[src/hdl/pmwc_cfg.svh]
// constants for the power mode and wakeup controller
`ifndef PMWC_CFG_SVH
`define PMWC_CFG_SVH
`define PMWC_NUM_LINES    23
`define PMWC_NUM_PIN      16
`define PMWC_LINE_SUPPLY  16
`define PMWC_LINE_CAL     17
`define PMWC_LINE_USB     18
`define PMWC_LINE_CMP     19
`define PMWC_OFS_MASK     8'h00
`define PMWC_OFS_RISE     8'h04
`define PMWC_OFS_FALL     8'h08
`define PMWC_OFS_PEND     8'h0C
`define PMWC_OFS_PWRCTL   8'h10
`define PMWC_OFS_PWRSTAT  8'h14
`define PMWC_OFS_IRQSTAT  8'h18
`define PMWC_OFS_IRQMASK  8'h1C
`define PMWC_CTL_MON_EN   0
`define PMWC_CTL_MON_FALL 1
`define PMWC_CTL_MON_RISE 2
`define PMWC_CTL_DEEP     3
`define PMWC_CTL_LPREG    4
`define PMWC_CTL_STBY     5
`define PMWC_RST_NS       1000
`define PMWC_CLK_NS       50
`define PMWC_RST_CYC      ((`PMWC_RST_NS + `PMWC_CLK_NS - 1) / `PMWC_CLK_NS)
`endif

[src/hdl/pmwc_pkg.sv]
// types for the power mode and wakeup controller
package pmwc_pkg;
    typedef enum logic [2:0] {PM_RESET, PM_RUN, PM_SLEEP, PM_DEEP, PM_STANDBY} pmwc_mode_e;
    typedef enum logic [1:0] {REG_NORMAL, REG_LOWPWR, REG_OFF} pmwc_reg_e;
    typedef struct packed {
        pmwc_mode_e  mode;
        logic [15:0] rst_cnt;
        logic [22:0] mask;
        logic [22:0] rise;
        logic [22:0] fall;
        logic [22:0] pend;
        logic [22:0] line_q;
        logic [5:0]  ctl;
        logic        mon_q;
        logic [1:0]  irq_st;
        logic [1:0]  irq_mk;
        logic        wk_q;
        logic        awvalid_done;
        logic        wvalid_done;
        logic [7:0]  waddr;
        logic [31:0] wdata;
        logic        bvalid;
        logic        rvalid;
        logic [31:0] rdata;
        logic [1:0]  rresp;
        logic [1:0]  bresp;
        logic        core_rst;
        logic        cpu_clk_en;
        logic        core_clk_en;
        logic        fast_osc_en;
        pmwc_reg_e   reg_mode;
        logic        irq;
        logic [22:0] line_irq;
    } pmwc_state_s;
endpackage

[src/hdl/pmwc_top.sv]
// power mode and wakeup control with axi4-lite registers
// What this block does
// - 23 edge event lines each raise an interrupt request.
// - each line has its own edge choice and mask; masked lines raise nothing.
// - each unmasked trigger sets a readable pending bit.
// - lines 0..15 come from pins, the rest from internal sources.
// - low supply always holds the core in reset while it lasts.
// - the supply monitor interrupts on falling, rising or both crossings.
// - the supply monitor is off until software enables it.
// - the regulator has normal, low-power and power-down modes.
// - any reset leaves the regulator in normal mode.
// - normal in run and sleep, low-power only in deep, off in standby.
// - sleep stops only the cpu clock and any unmasked event wakes it.
// - deepsleep stops core clocks, pll and fast oscillators, keeping state.
// - any edge line wakes the device from deepsleep.
// - standby powers off the core domain; only always-on state survives.
// - standby ends only on reset pin, watchdog, low supply, wakeup pin rise or calendar alarm.
// - low-power modes never stop the calendar unit, watchdog or their clocks.
`timescale 1ns/1ns
`include "pmwc_cfg.svh"
module pmwc_top
#(
    parameter int RST_CYC = `PMWC_RST_CYC
)
(
    input  wire logic        i_mclk,           // system clock, 20 MHz
    input  wire logic        i_rst,            // synchronous reset, active high
    input  wire logic        i_ce,             // clock enable, freezes all state
    input  wire logic [15:0] i_pin_lines,      // gpio edge event sources
    input  wire logic        i_low_supply,     // low-supply indication, async
    input  wire logic        i_supply_below,   // supply below monitor threshold, async
    input  wire logic        i_cal_alarm,      // calendar alarm, async
    input  wire logic        i_usb_wake,       // usb port wake event, async
    input  wire logic        i_cmp_wake,       // comparator wake event, async
    input  wire logic [2:0]  i_int_lines,      // spare internal event sources, async
    input  wire logic        i_reset_pin_n,    // external reset pin, active low, async
    input  wire logic        i_wdog_reset,     // independent watchdog reset, async
    input  wire logic        i_wakeup_pin,     // wakeup pin, async
    input  wire logic        i_sleep_req,      // processor wait-for-interrupt pulse
    input  wire logic        i_awvalid,        // axi write address valid
    output logic             o_awready,        // axi write address ready
    input  wire logic [7:0]  i_awaddr,         // axi write address
    input  wire logic        i_wvalid,         // axi write data valid
    output logic             o_wready,         // axi write data ready
    input  wire logic [31:0] i_wdata,          // axi write data
    input  wire logic [3:0]  i_wstrb,          // axi write strobes
    output logic             o_bvalid,         // axi write response valid
    input  wire logic        i_bready,         // axi write response ready
    output logic [1:0]       o_bresp,          // axi write response
    input  wire logic        i_arvalid,        // axi read address valid
    output logic             o_arready,        // axi read address ready
    input  wire logic [7:0]  i_araddr,         // axi read address
    output logic             o_rvalid,         // axi read data valid
    input  wire logic        i_rready,         // axi read data ready
    output logic [31:0]      o_rdata,          // axi read data
    output logic [1:0]       o_rresp,          // axi read response
    output logic [22:0]      o_line_irq,       // per-line interrupt requests
    output logic             o_irq,            // power interrupt, level
    output logic             o_core_rst,       // core domain reset, active high
    output logic             o_cpu_clk_en,     // processor clock enable
    output logic             o_core_clk_en,    // core domain clocks enable
    output logic             o_fast_osc_en,    // pll and fast oscillators enable
    output logic [1:0]       o_reg_mode,       // regulator mode
    output logic             o_aon_clk_en,     // calendar/watchdog clock sources
    output logic             o_standby         // standby active to always-on logic
);

    localparam int NL = `PMWC_NUM_LINES;

    // two-flop synchronisers for async inputs
    logic [29:0] sync1;
    logic [29:0] sync2;
    logic [29:0] async_in;
    assign async_in = {i_wakeup_pin, i_wdog_reset, ~i_reset_pin_n, i_supply_below, i_low_supply,
                       i_int_lines, i_cmp_wake, i_usb_wake, i_cal_alarm, 3'h0, i_pin_lines};

    always_ff @(posedge i_mclk)
    begin
        if (i_rst)
        begin
            sync1 <= 30'h0;
            sync2 <= 30'h0;
        end
        else if (i_ce)
        begin
            sync1 <= async_in;
            sync2 <= sync1;
        end
    end

    pmwc_pkg::pmwc_state_s st;
    pmwc_pkg::pmwc_state_s next_st;

    // byte-lane merge of a write into a register
    function automatic logic [31:0] merge(input logic [31:0] old, input logic [31:0] d,
                                          input logic [3:0] s);
        logic [31:0] r;
        r = old;
        for (int b = 0; b < 4; b++)
        begin
            if (s[b])
            begin
                r[b*8 +: 8] = d[b*8 +: 8];
            end
        end
        return r;
    endfunction

    logic [22:0] lines;
    logic [22:0] edge_hit;
    logic        low_sup;
    logic        below;
    logic        pin_rst;
    logic        wd_rst;
    logic        wk_pin;
    logic        do_write;
    logic [31:0] wv;
    logic [1:0]  mon_ev;
    logic        any_pend;
    logic        stby_wake;

    // event lines: pins low, internal sources above
    always_comb
    begin
        lines = {sync2[24:22], sync2[21:19], sync2[18], 16'h0};
        lines[15:0] = sync2[15:0];
        lines[`PMWC_LINE_SUPPLY] = st.ctl[`PMWC_CTL_MON_EN] & sync2[26];
        low_sup = sync2[25];
        below   = sync2[26];
        pin_rst = sync2[27];
        wd_rst  = sync2[28];
        wk_pin  = sync2[29];
    end

    // main state update
    always_comb
    begin
        next_st  = st;
        wv       = 32'h0;
        do_write = 1'b0;
        edge_hit = 23'h0;
        mon_ev   = 2'h0;
        any_pend = 1'b0;
        stby_wake = 1'b0;

        // per-line edge detect
        next_st.line_q = lines;
        edge_hit = ((lines & ~st.line_q & st.rise) | (~lines & st.line_q & st.fall)) & st.mask;

        // supply monitor edges, only while enabled
        next_st.mon_q = below;
        if (st.ctl[`PMWC_CTL_MON_EN])
        begin
            mon_ev[0] = below & ~st.mon_q & st.ctl[`PMWC_CTL_MON_FALL];
            mon_ev[1] = ~below & st.mon_q & st.ctl[`PMWC_CTL_MON_RISE];
        end
        next_st.wk_q = wk_pin;

        // axi write: address and data latched in either order
        if (i_awvalid && !st.awvalid_done)
        begin
            next_st.awvalid_done = 1'b1;
            next_st.waddr = i_awaddr;
        end
        if (i_wvalid && !st.wvalid_done)
        begin
            next_st.wvalid_done = 1'b1;
            next_st.wdata = merge(32'h0, i_wdata, i_wstrb);
        end
        if (st.awvalid_done && st.wvalid_done && !st.bvalid)
        begin
            do_write = 1'b1;
            wv = st.wdata;
            next_st.bvalid = 1'b1;
            next_st.bresp = 2'h0;
            next_st.awvalid_done = 1'b0;
            next_st.wvalid_done = 1'b0;
            case (st.waddr)
                `PMWC_OFS_MASK:    next_st.mask = wv[22:0];
                `PMWC_OFS_RISE:    next_st.rise = wv[22:0];
                `PMWC_OFS_FALL:    next_st.fall = wv[22:0];
                `PMWC_OFS_PEND:    next_st.pend = st.pend & ~wv[22:0];
                `PMWC_OFS_PWRCTL:  next_st.ctl = wv[5:0];
                `PMWC_OFS_PWRSTAT: ;
                `PMWC_OFS_IRQSTAT: next_st.irq_st = st.irq_st & ~wv[1:0];
                `PMWC_OFS_IRQMASK: next_st.irq_mk = wv[1:0];
                default:           next_st.bresp = 2'h2;
            endcase
        end
        if (st.bvalid && i_bready)
        begin
            next_st.bvalid = 1'b0;
        end

        // sticky flags: a new event wins over a clear in the same cycle
        next_st.pend = next_st.pend | edge_hit;
        next_st.irq_st = next_st.irq_st | mon_ev;
        any_pend = |st.pend;

        // axi read
        if (i_arvalid && !st.rvalid)
        begin
            next_st.rvalid = 1'b1;
            next_st.rresp = 2'h0;
            case (i_araddr)
                `PMWC_OFS_MASK:    next_st.rdata = {9'h0, st.mask};
                `PMWC_OFS_RISE:    next_st.rdata = {9'h0, st.rise};
                `PMWC_OFS_FALL:    next_st.rdata = {9'h0, st.fall};
                `PMWC_OFS_PEND:    next_st.rdata = {9'h0, st.pend};
                `PMWC_OFS_PWRCTL:  next_st.rdata = {26'h0, st.ctl};
                `PMWC_OFS_PWRSTAT: next_st.rdata = {27'h0, below, st.reg_mode, st.mode == pmwc_pkg::PM_DEEP,
                                                    st.mode == pmwc_pkg::PM_SLEEP};
                `PMWC_OFS_IRQSTAT: next_st.rdata = {30'h0, st.irq_st};
                `PMWC_OFS_IRQMASK: next_st.rdata = {30'h0, st.irq_mk};
                default:
                begin
                    next_st.rdata = 32'h0;
                    next_st.rresp = 2'h2;
                end
            endcase
        end
        if (st.rvalid && i_rready)
        begin
            next_st.rvalid = 1'b0;
        end

        // power mode sequencer
        stby_wake = pin_rst | wd_rst | (wk_pin & ~st.wk_q) | sync2[19];
        case (st.mode)
            pmwc_pkg::PM_RESET:
            begin
                // reset sequence from the last cause
                next_st.reg_mode = pmwc_pkg::REG_NORMAL;
                next_st.core_rst = 1'b1;
                next_st.fast_osc_en = 1'b1;
                next_st.core_clk_en = 1'b1;
                next_st.cpu_clk_en = 1'b0;
                if (st.rst_cnt == 16'(RST_CYC - 1))
                begin
                    next_st.mode = pmwc_pkg::PM_RUN;
                    next_st.core_rst = 1'b0;
                    next_st.cpu_clk_en = 1'b1;
                end
                else
                begin
                    next_st.rst_cnt = st.rst_cnt + 16'h1;
                end
            end
            pmwc_pkg::PM_RUN:
            begin
                if (i_sleep_req)
                begin
                    if (st.ctl[`PMWC_CTL_STBY])
                    begin
                        next_st.mode = pmwc_pkg::PM_STANDBY;
                        next_st.reg_mode = pmwc_pkg::REG_OFF;
                        next_st.fast_osc_en = 1'b0;
                        next_st.core_clk_en = 1'b0;
                        next_st.cpu_clk_en = 1'b0;
                        next_st.core_rst = 1'b1;
                    end
                    else if (st.ctl[`PMWC_CTL_DEEP])
                    begin
                        next_st.mode = pmwc_pkg::PM_DEEP;
                        next_st.cpu_clk_en = 1'b0;
                        next_st.core_clk_en = 1'b0;
                        next_st.fast_osc_en = 1'b0;
                        next_st.reg_mode = st.ctl[`PMWC_CTL_LPREG] ? pmwc_pkg::REG_LOWPWR
                                                                    : pmwc_pkg::REG_NORMAL;
                    end
                    else
                    begin
                        next_st.mode = pmwc_pkg::PM_SLEEP;
                        next_st.cpu_clk_en = 1'b0;
                    end
                end
            end
            pmwc_pkg::PM_SLEEP:
            begin
                // peripherals keep running; any pending event or unmasked flag wakes the cpu
                if (any_pend || |edge_hit || |(st.irq_st & st.irq_mk))
                begin
                    next_st.mode = pmwc_pkg::PM_RUN;
                    next_st.cpu_clk_en = 1'b1;
                end
            end
            pmwc_pkg::PM_DEEP:
            begin
                // any line change wakes, mask ignored; raw edge saves a cycle
                if (|(lines ^ st.line_q))
                begin
                    next_st.mode = pmwc_pkg::PM_RUN;
                    next_st.reg_mode = pmwc_pkg::REG_NORMAL;
                    next_st.fast_osc_en = 1'b1;
                    next_st.core_clk_en = 1'b1;
                    next_st.cpu_clk_en = 1'b1;
                end
            end
            pmwc_pkg::PM_STANDBY:
            begin
                if (stby_wake)
                begin
                    next_st.mode = pmwc_pkg::PM_RESET;
                    next_st.rst_cnt = 16'h0;
                    next_st.reg_mode = pmwc_pkg::REG_NORMAL;
                end
            end
            default:
            begin
                next_st.mode = pmwc_pkg::PM_RESET;
            end
        endcase

        // standby loses core state: volatile registers cleared
        if (st.mode == pmwc_pkg::PM_STANDBY)
        begin
            next_st.mask = 23'h0;
            next_st.rise = 23'h0;
            next_st.fall = 23'h0;
            next_st.pend = 23'h0;
            next_st.ctl = 6'h0;
            next_st.irq_st = 2'h0;
            next_st.irq_mk = 2'h0;
        end

        // low supply, reset pin or watchdog holds the core in reset, in any mode
        if (low_sup || pin_rst || wd_rst)
        begin
            next_st.mode = pmwc_pkg::PM_RESET;
            next_st.rst_cnt = 16'h0;
            next_st.core_rst = 1'b1;
            next_st.cpu_clk_en = 1'b0;
            next_st.reg_mode = pmwc_pkg::REG_NORMAL;
        end

        next_st.line_irq = st.pend & st.mask;
        next_st.irq = |(next_st.irq_st & next_st.irq_mk);
    end

    // single register for all state but the synchronisers; reset values mirror a cold start
    always_ff @(posedge i_mclk)
    begin
        if (i_rst)
        begin
            st             <= '0;
            st.mode        <= pmwc_pkg::PM_RESET;
            st.reg_mode    <= pmwc_pkg::REG_NORMAL;
            st.core_rst    <= 1'b1;
            st.core_clk_en <= 1'b1;
            st.fast_osc_en <= 1'b1;
        end
        else if (i_ce)
        begin
            st <= next_st;
        end
    end

    // outputs straight from state flops; always-on clocks never gated
    assign o_awready     = !st.awvalid_done;
    assign o_wready      = !st.wvalid_done;
    assign o_bvalid      = st.bvalid;
    assign o_bresp       = st.bresp;
    assign o_arready     = !st.rvalid;
    assign o_rvalid      = st.rvalid;
    assign o_rdata       = st.rdata;
    assign o_rresp       = st.rresp;
    assign o_line_irq    = st.line_irq;
    assign o_irq         = st.irq;
    assign o_core_rst    = st.core_rst;
    assign o_cpu_clk_en  = st.cpu_clk_en;
    assign o_core_clk_en = st.core_clk_en;
    assign o_fast_osc_en = st.fast_osc_en;
    assign o_reg_mode    = st.reg_mode;
    assign o_aon_clk_en  = 1'b1;
    assign o_standby     = st.mode == pmwc_pkg::PM_STANDBY;

endmodule

[config.mk]
export PLATFORM = sky130hd
export DESIGN_NAME = pmwc_top
export DESIGN_NICKNAME = d
export VERILOG_FILES = /design/src/hdl/pmwc_pkg.sv /design/src/hdl/pmwc_top.sv
export VERILOG_INCLUDE_DIRS = /design/src /design/src/hdl
export SDC_FILE = /design/constraint.sdc
export NUM_CORES = 1
export LEC_CHECK = 0
export BUFFER_PORTS_ARGS = -buffer_cell sky130_fd_sc_hd__buf_2
export CORE_MARGIN = 4
export CORE_UTILIZATION = 55
export CTS_BUF_LIST = sky130_fd_sc_hd__clkbuf_8
export CTS_CLUSTER_DIAMETER = 150
export CTS_CLUSTER_SIZE = 20
export DETAILED_ROUTE_END_ITERATION = 7
export PLACE_DENSITY = 0.79
export SYNTH_ARGS = -nofsm -noshare
export SYNTH_HDL_FRONTEND = slang
export SYNTH_SLANG_ARGS = --single-unit
export TNS_END_PERCENT = 30
[constraint.sdc]
create_clock -name i_mclk -period 2.1 [get_ports i_mclk]
set_input_delay 0.315 -clock i_mclk [delete_from_list [all_inputs] [get_ports i_mclk]]
set_output_delay 0.315 -clock i_mclk [all_outputs]
set_load 0.01 [all_outputs]
---- Word-level counts from Yosys, hierarchy flattened ----
Index checks and enable logic that the tools add are counted.
storage, ports and cells
  input port bits ......................... 88
  word-level logic and storage cells ...... 202
  flip-flop bits (word level) ............. 301
cells by class
  multiplexer cells ....................... 53
  reduce and logical (&&, ||, !) cells .... 57
  equal/unequal tests ..................... 30
  $add $sub $neg .......................... 1
  bitwise gates (word level) .............. 31
operator list
  cell                     count
  $mux W92                 2
  $pmux W23 S8             1
  $and A23 B23 Y23         7
  $mux W23                 4
  $not A23 Y23             3
  $reduce_or A23 Y1        3
  $eq A8 B5 Y1 const B     8
  $or A23 B23 Y23          2
  $mux W19                 2
  $mux W35                 1
  $eq A8 B4 Y1 const B     4
  $pmux W16 S2             1
  $mux W6                  4
  $xor A23 B23 Y23         1
  $mux W2                  10
  $reduce_bool A2 Y1       9
  $add A16 B1 Y16 const B  1
  $eq A16 B5 Y1 const B    1
  $eq A8 B3 Y1 const B     2
  $logic_not A8 Y1         2
  $mux W16                 1
  $mux W4                  4
  $mux W8                  2
  $reduce_and A2 Y1        8
  other kinds (35)         89

---- Depth between registers and ports, before layout ----
Gate-level depths: netlist (run 1).
  depth after elaboration ................. 12
  gate-level depth with buffers ........... 9
  mapped depth without buffers ............ 9

---- Worst setup path after synthesis (run 1) ----
No wires, ideal clock.
  path kind ............................... register -> register
  start point ............................. reg sync2[6]
  end point ............................... reg st, in the netlist o_cpu_clk_en
  arrival ................................. 2.132 ns
  cell stages (with the launch flop) ...... 9
  library setup time ...................... 0.121 ns
  path slack .............................. -0.154 ns
  required time ........................... 1.979 ns
  cells stage by stage .................... dfxtp_1 -> inv_1 -> ha_1 -> a22o_1 -> a221o_1 -> or4_4 -> nor4_4 -> nor3_1 -> mux2_4
between the ends
  cells in the longest elaborated chain, start to end .. 10
  elaborated cells between the ends (all ways) .. 15
RTL lines
  element                               line             RTL
  start, declared                       pmwc_top.sv:72   logic [29:0] sync2;
  start signal, assigned                pmwc_top.sv:87   sync2 <= sync1;
  $not A23 Y23                          pmwc_top.sv:148  edge_hit = ((lines & ~st.line_q & st.rise) | (~lines & st.line_q & st.fall)) & st.mask;
  $and A23 B23 Y23 (2 in a row)         pmwc_top.sv:148
  $or A23 B23 Y23                       pmwc_top.sv:148
  $and A23 B23 Y23                      pmwc_top.sv:148
  $reduce_or A23 Y1                     pmwc_top.sv:281  if (any_pend || |edge_hit || |(st.irq_st & st.irq_mk))
  $logic_or A1 B1 Y1 (2 in a row)       pmwc_top.sv:281
  $ne A3 B1 Y1 (no source line)         --
  $reduce_and A5 Y1 (no source line) *  --
  end signal, assigned                  pmwc_top.sv:354  st <= next_st;
  end, declared                         pmwc_top.sv:91   pmwc_pkg::pmwc_state_s st;
Every way passes the cells marked *; elsewhere a longest branch is shown, timed or not.
A chain may end at the register's enable or synchronous reset.

---- Final worst setup path (run 1) ----
  start point ............................. reg sync2[6]
  end point ............................... reg st[254] (netlist bit)
between the ends
  cells in the longest elaborated chain, start to end .. 10
  elaborated cells between the ends (all ways) .. 15
RTL lines
  element                               line
  $not A23 Y23                          pmwc_top.sv:148
  $and A23 B23 Y23 (2 in a row)         pmwc_top.sv:148
  $or A23 B23 Y23                       pmwc_top.sv:148
  $and A23 B23 Y23                      pmwc_top.sv:148
  $reduce_or A23 Y1                     pmwc_top.sv:281
  $logic_or A1 B1 Y1 (2 in a row)       pmwc_top.sv:281
  $ne A3 B1 Y1 (no source line)         --
  $reduce_and A6 Y1 (no source line) *  --
Marked as above.

==> flow_summary_export.csv, run 1 <==
group,metric,value,unit
floorplanning,die_width,164,um
floorplanning,initial_core_util,56.6,%
status,violations,"design-rule violations, negative setup slack",
route,first_pass_iters,8,
synthesis,synth_seq_cells,289,
cts,cts_sinks,289,
synthesis,netlist_top_cells_area,"dfxtp_1 43%, nand3_1 8.2%, mux2i_1 7.2%",
hold_path,hold_path_class,"in2reg",
synthesis,synth_area,13400,um^2
hold_path,worst_hold_path.endpoint,"st[68]",
worst_setup_path,path_buf_inv,1,
worst_setup_path,path_cells,"inv_2, ha_4, a22o_1, a221o_1, or4_4, nor4_4, nor2_2, mux2_4",
cts,htreeDepth,1,
sta,finalHoldViolCount,0,
sta,slew_headroom,22.0,%
worst_setup_path,arrival,2.83,ns
cts,cts_tree,"yes",
route,drc_errors,4,
sta,tightestPinTransition,1.17,ns
cts,clk_path_buf_depth,3,
worst_setup_path,path_depth,8,
placement,detailed_place_hpwl,27600,um
synthesis,yosysWarningCount,0,
synthesis,avgSynthCellArea,8.73,um^2
sta,finalCriticalPeriod,2.38,ns
sta,rsz0062_at_grt,"true",
worst_setup_path,crit_type,"reg2reg",
global_route,track_usage,29.0,%
worst_setup_path,timing.rr.start,"sync2[6]",
global_route,grt_overflow,0,
placement,pre_cts_ws,-0.308,ns
synthesis,synthSimpleGateAreaFrac,19.3,%
flow_run,cap_viol_max_count,0,
floorplanning,dieArea,27000,um^2
synthesis,ys_types,67,
route,drt_iter0_markers,1660,
floorplanning,io_pins,161,
synthesis,synth_top_family_by_area,"simple AND/OR/NAND/NOR gates",
global_route,grt_pass1_wl,62500,um
cts,clk_pin_slew_worst_paths,0.12,ns
sta,finalCritPeriodShare,113,%
synthesis,synth_top_area_share,43.1,%
pwr,power_density,587,nW/um^2
worst_setup_path,path_max_fanout,4,
floorplanning,fp.dieH,164,um
route,antenna_left,0,
sta,finalSetupViolCount,7,
sta,finClkSkew,0.0194,ns
worst_setup_path,slowest_stage,"or4_4",
floorplanning,core_area,23800,um^2
synthesis,synthMuxAreaShare,10.8,%
synthesis,synth-main-ff-cell,"dfxtp_1",
worst_setup_path,endpoint_kind,"flop",
hold_path,hold_depth,3,
worst_setup_path,r2r_slack,-0.28,ns
worst_setup_path,cp_top_family,"simple AND/OR/NAND/NOR gates",
placement,portBuffers,138,
sta,clock.fmax,0.421,GHz
worst_setup_path,cp-start-kind,"flop",
status,status,"finished with violations",
route,num_vias,12400,
synthesis,synth.most_common_cell,"dfxtp_1",
synthesis,synth-compound-area-share,13.3,%
synthesis,synth_edf_count,0,
placement,gp_congestion,0.960,
pwr,ir_drop,0.486,mV
placement,dp.cells,1950,
synthesis,ys_seq_area_share,43.1,%
worst_setup_path,r2r_end,"st[254]",
cts,root_buffer,"clkbuf_8",
sta,layout_setup_ws,-0.276,ns
cells_and_area,num_antenna_cells,0,
synthesis,synth_adder_area_share,4.38,%
synthesis,synth-xor-area-share,0.521,%
pwr,power.leakage,6.14,nW
sta,drv_slew,0,
cells_and_area,fill_cells,1878,
synthesis,synth_common_cells,"289 x dfxtp_1, 219 x nand3_1, 159 x a21oi_1",
synthesis,synth_area_leader_cell,"dfxtp_1",
global_route,antenna_found_initial,0,
route,drt_wl_total,40900,um
cts,cts_buffers,18,
floorplanning,num_rows,56,
synthesis,async_flop_share,0,%
cells_and_area,drive_above_1_share,21.3,%
worst_setup_path,cpPeakStageDelay,0.55,ns
global_route,grt_pass1_vias,11500,
cells_and_area,area_growth,17.0,%
cells_and_area,nets,1839,
global_route,grt_max_degree,92,
route,vias_per_cell,6.11,
route,wire_per_inst,20.2,um
cells_and_area,stdcell_count,2023,
hold_path,hold_start,"i_wdata[0]",
synthesis,synth_cells,1539,
worst_setup_path,r2r_cells,8,
worst_setup_path,required,2.56,ns
cts,clock_latency,0.56,ns
## kinds of logic after synthesis
logic type,after synthesis
xor+xnor,8
buf+inv,240
compound gates,295
other cells,2
simple gates,538
mux,120
flops,289
fa+ha+maj,47
## layout by cell type (no fill, tap or decap), types with 21 or more instances in the layout
cell	n
dfxtp_1	278
nand3_1	219
a21oi_1	155
buf_2	135
nor2_1	131
buf_4	109
mux2i_1	96
nand2_1	79
inv_1	70
ha_1	44
a22o_1	42
dlygate4sd3_1	38
o21ai_1	27
a22oi_1	21
## worst min-delay path, cell delays in order
cell	delay [ns]
buf_2	0.10
nand3_1	0.07
a21oi_1	0.06
## how the worst max path moves through the flow
stage | from | end | slack (ns)
finish | sync2[6] | st[254] | -0.28
detailed placement | sync2[6] | st[254] | -0.31
floorplan | sync2[6] | o_cpu_clk_en | -0.15
global route | sync2[6] | st[253] | -0.34
global placement | sync2[6] | st[254] | -0.28
CTS | sync2[6] | o_cpu_clk_en | -0.26
## area by class of cell
class	count	area, um^2	share of cell area [%]
flip-flops and latches	289	5800	36.9
clock inverters	1	16.3	0.103
repair buffers	300	2170	13.8
clock buffers	19	262	1.66
multi-input cells	1020	6770	43.1
well taps	319	399	2.54
inverters	75	294	1.87
## timing repair
action	CTS	global route
gates resized for setup	28	36
setup endpoints to repair	22	27
setup buffers	7	10
hold buffers	38	0
endpoints found under the hold margin	38	0
pin swaps	5	18
## registers in the layout, summed over array words and instances, names as in the netlist
signal and cells:
o_bresp 1, o_cpu_clk_en 1, o_irq 1, o_line_irq 23, o_core_rst 1, o_rresp 1, st 179, sync1 27
o_bvalid 1, sync2 27, o_core_clk_en 1, o_rvalid 1, o_rdata 23, o_reg_mode 2
## through the flow
stage	utilization, %	setup TNS, ns	hold slack (ns)	power [W]	cell area [um^2]
after detailed placement	61.8	-2.85	0.443	0.00663	14700
after global routing	66.2	-1.58	0.0215	0.00954	15700
after floorplan	-	-0.331	0.414	0.00628	13500
after CTS	65.3	-0.894	0.00409	0.00920	15500
after global placement	61.8	-1.29	0.438	0.00660	14700
final	66.2	-0.875	0.0196	0.00923	15700
## power by group
| group | switching, W | internal (W) | leakage [nW] | total (W) |
|---|---|---|---|---|
| clock network | 0.00174 | 0.000838 | 0.144 | 0.00257 |
| logic | 0.000568 | 0.000427 | 3.65 | 0.000995 |
| registers | 0.0000901 | 0.00557 | 2.34 | 0.00566 |
| total | 0.00239 | 0.00683 | 6.14 | 0.00923 |
## layer usage
layer | up-vias | global-route usage [%] | part of all wire (%)
met1 | 5775 | 39.8 | 41
li1 | 5678 | - | -
met3 | 118 | 6.65 | 11
met2 | 783 | 44.9 | 44
met5 | - | 0 | 0
met4 | 0 | 10.5 | 3.7
(Power assumes the default switching activity.)
==> inputs of run 2 (changes only) <==
--- a/config.mk
+++ b/config.mk
@@ -8,12 +8,13 @@
 export LEC_CHECK = 0
 export BUFFER_PORTS_ARGS = -buffer_cell sky130_fd_sc_hd__buf_2
 export CORE_MARGIN = 4
-export CORE_UTILIZATION = 55
+export CORE_UTILIZATION = 25
 export CTS_BUF_LIST = sky130_fd_sc_hd__clkbuf_8
 export CTS_CLUSTER_DIAMETER = 150
 export CTS_CLUSTER_SIZE = 20
 export DETAILED_ROUTE_END_ITERATION = 7
-export PLACE_DENSITY = 0.79
+export GPL_TIMING_DRIVEN = 1
+export PLACE_DENSITY = 0.42
 export SYNTH_ARGS = -nofsm -noshare
 export SYNTH_HDL_FRONTEND = slang
 export SYNTH_SLANG_ARGS = --single-unit
==> run 2 against run 1 <==
The run ends with negative setup slack left. Hold slack better by 0.024 ns. Non-clock buffer count grew 64. Clock power is 5% higher. Via count down 3.4%. Sequential power about the same. Clock-buffer cell count stayed put. Critical path type unchanged. Critical endpoint is now o_cpu_clk_en.
==> flow_summary_export.csv, run 2 (same netlist as run 1, synthesis figures left out) <==
group,metric,value,unit
pwr,power.leakage,6.51,nW
route,first_pass_iters,5,
floorplanning,initial_core_util,25.4,%
cts,root_buffer,"clkbuf_8",
sta,finalHoldViolCount,0,
cts,cts_tree,"yes",
floorplanning,num_rows,84,
sta,clock.fmax,0.415,GHz
floorplanning,dieArea,57500,um^2
hold_path,hold_start,"i_wdata[20]",
sta,tns,-0.928,ns
cells_and_area,regMostFlops,"st",
status,violations,"negative setup slack",
worst_setup_path,path_max_fanout,2,
cts,clk_pin_slew_worst_paths,0.13,ns
status,status,"finished with violations",
cells_and_area,layout_commonest_cell,"dfxtp_1",
floorplanning,io_pins,161,
hold_path,worst_hold_path.endpoint,"st[88]",
placement,detailed_place_hpwl,34900,um
pwr,p_int,0.00690,W
worst_setup_path,crit_type,"reg2reg",
pwr,power_density,561,nW/um^2
worst_setup_path,r2r_end,"o_cpu_clk_en",
sta,slew_headroom,56.9,%
cts,clock_latency,0.60,ns
global_route,track_usage,16.3,%
worst_setup_path,path_cells,"buf_6, ha_4, a22o_1, a221o_1, or4_4, nor4_4, buf_4, nor3_2, mux2_4",
cells_and_area,seqCellArea,5800,um^2
cells_and_area,nets,1904,
sta,tightestPinTransition,0.644,ns
sta,layout_setup_ws,-0.309,ns
global_route,grt_pass1_wl,73100,um
cts,cts_sinks,289,
global_route,grt_pass1_vias,11500,
worst_setup_path,r2r_cells,9,
cells_and_area,largest_register_ffs,179,
placement,portBuffers,138,
hold_path,hold_depth,3,
worst_setup_path,r2r_slack,-0.31,ns
global_route,antenna_found_initial,1,
worst_setup_path,arrival,2.90,ns
cts,clk_path_buf_depth,3,
pwr,p_seq_share,59.8,%
route,drc_errors,0,
route,num_vias,11900,
worst_setup_path,cp-start-kind,"flop",
pwr,ir_drop,0.303,mV
route,wire_per_inst,19.9,um
hold_path,hold_path_class,"in2reg",
route,drt_iter0_markers,739,
sta,drv_slew,0,
placement,pre_cts_ws,-0.350,ns
worst_setup_path,endpoint_kind,"flop",
global_route,grt_overflow,0,
floorplanning,fp.dieH,240,um
route,drt_wl_total,49000,um
cells_and_area,fill_cells,5522,
worst_setup_path,cpPeakStageDelay,0.54,ns
cells_and_area,drive_above_1_share,23.5,%
flow_run,cap_viol_max_count,0,
route,antenna_left,0,
cells_and_area,multi_input_area,6860,um^2
cells_and_area,area_growth,25.8,%
placement,gp_congestion,0.876,
worst_setup_path,slowest_stage,"or4_4",
pwr,p_sw_share,27.2,%
pwr,switchingPower,0.00257,W
global_route,grt_max_degree,77,
pwr,pwr-share-clk,28.5,%
cells_and_area,most-common-layout-cells,"281 x dfxtp_1, 217 x nand3_1, 154 x a21oi_1",
cells_and_area,reg_top3,"st (179), sync1 (27), sync2 (27)",
sta,rsz0062_at_grt,"true",
route,vias_per_cell,4.86,
worst_setup_path,required,2.60,ns
sta,finalCriticalPeriod,2.41,ns
pwr,comb_power_share,11.7,%
sta,finalSetupViolCount,5,
sta,finClkSkew,0.0318,ns
floorplanning,die_width,240,um
sta,finalCritPeriodShare,115,%
cts,cts_buffers,18,
cts,htreeDepth,1,
worst_setup_path,timing.rr.start,"sync2[6]",
floorplanning,core_area,52900,um^2
[run 2: cell types whose count changed in the layout (fill, tap and decap cells not counted), sizes merged]
cell	previous run	this run
dlygate4sd3	38	58
buf	262	305
diode	0	1
o21bai	2	3
clkbuf	19	20
[run 2: routing by layer]
| metal | GRT usage (%) | vias up | share of wire [%] |
|---|---|---|---|
| li1 | - | 5816 | - |
| met1 | 23.6 | 5754 | 48 |
| met2 | 26.3 | 323 | 45 |
| met3 | 1.84 | 44 | 5.2 |
| met4 | 3.32 | 0 | 1.7 |
| met5 | 0 | - | 0 |
[run 2: cell type report]
class                   instances  area share, %
diodes                          1         0.0148
clock buffers                  19           1.55
clock inverters                 1         0.0962
inverters                      75           1.74
multi-input cells            1021           40.6
flip-flops and latches        289           34.3
well taps                     688           5.09
repair buffers                364           16.6
[run 2: worst max-delay path, delay by kind of cell, from the launching register on]
family	cells	cell delay, ns
AOI/OAI and AO/OA	2	0.48
adders and majority gates	1	0.14
buffers and inverters	2	0.30
DFF	1	0.35
muxes	1	0.31
and+or+nand+nor	3	0.72
[run 2: worst max path at each step]
stage	startpoint	end	slack, ns	cells past startpoint
3_3_place_gp	sync2[6]	st[254]	-0.31	8
3_5_place_dp	sync2[21]	o_cpu_clk_en	-0.35	9
6_report	sync2[6]	o_cpu_clk_en	-0.31	9
5_1_grt	sync2[6]	o_cpu_clk_en	-0.37	9
4_1_cts	sync2[6]	o_cpu_clk_en	-0.30	9
2_1_floorplan	sync2[6]	o_cpu_clk_en	-0.15	8
[run 2: power by group through the flow]
stage	Sequential [W]	Combinational, W	Clock (W)
after floorplan	0.00575	0.000531	0
after global placement	0.00578	0.000938	0
after detailed placement	0.00579	0.000945	0
after CTS	0.00566	0.00106	0.00287
after global routing	0.00568	0.00122	0.00302
final	0.00566	0.00111	0.00270
[run 2: through the flow]
stage / std cells / util, % / hold WS, ns / cell area, um^2 / total power [W]
2_1_floorplan: 1549 / - / 0.414 / 13500 / 0.00628
3_3_place_gp: 2356 / 29.3 / 0.434 / 15500 / 0.00672
3_5_place_dp: 2356 / 29.3 / 0.441 / 15500 / 0.00673
4_1_cts: 2438 / 31.2 / 0.00889 / 16500 / 0.00959
5_1_grt: 2458 / 32.0 / 0.0316 / 16900 / 0.00992
6_report: 2458 / 32.0 / 0.0437 / 16900 / 0.00948
[run 2: timing repair]
action / 4_1_cts / 5_1_grt
buffers inserted: 5 / 17
hold endpoints to repair: 63 / 0
hold buffers: 58 / 0
cloned: 0 / 2
pin swaps: 4 / 24
setup endpoints to repair: 22 / 72
resized for setup: 31 / 52
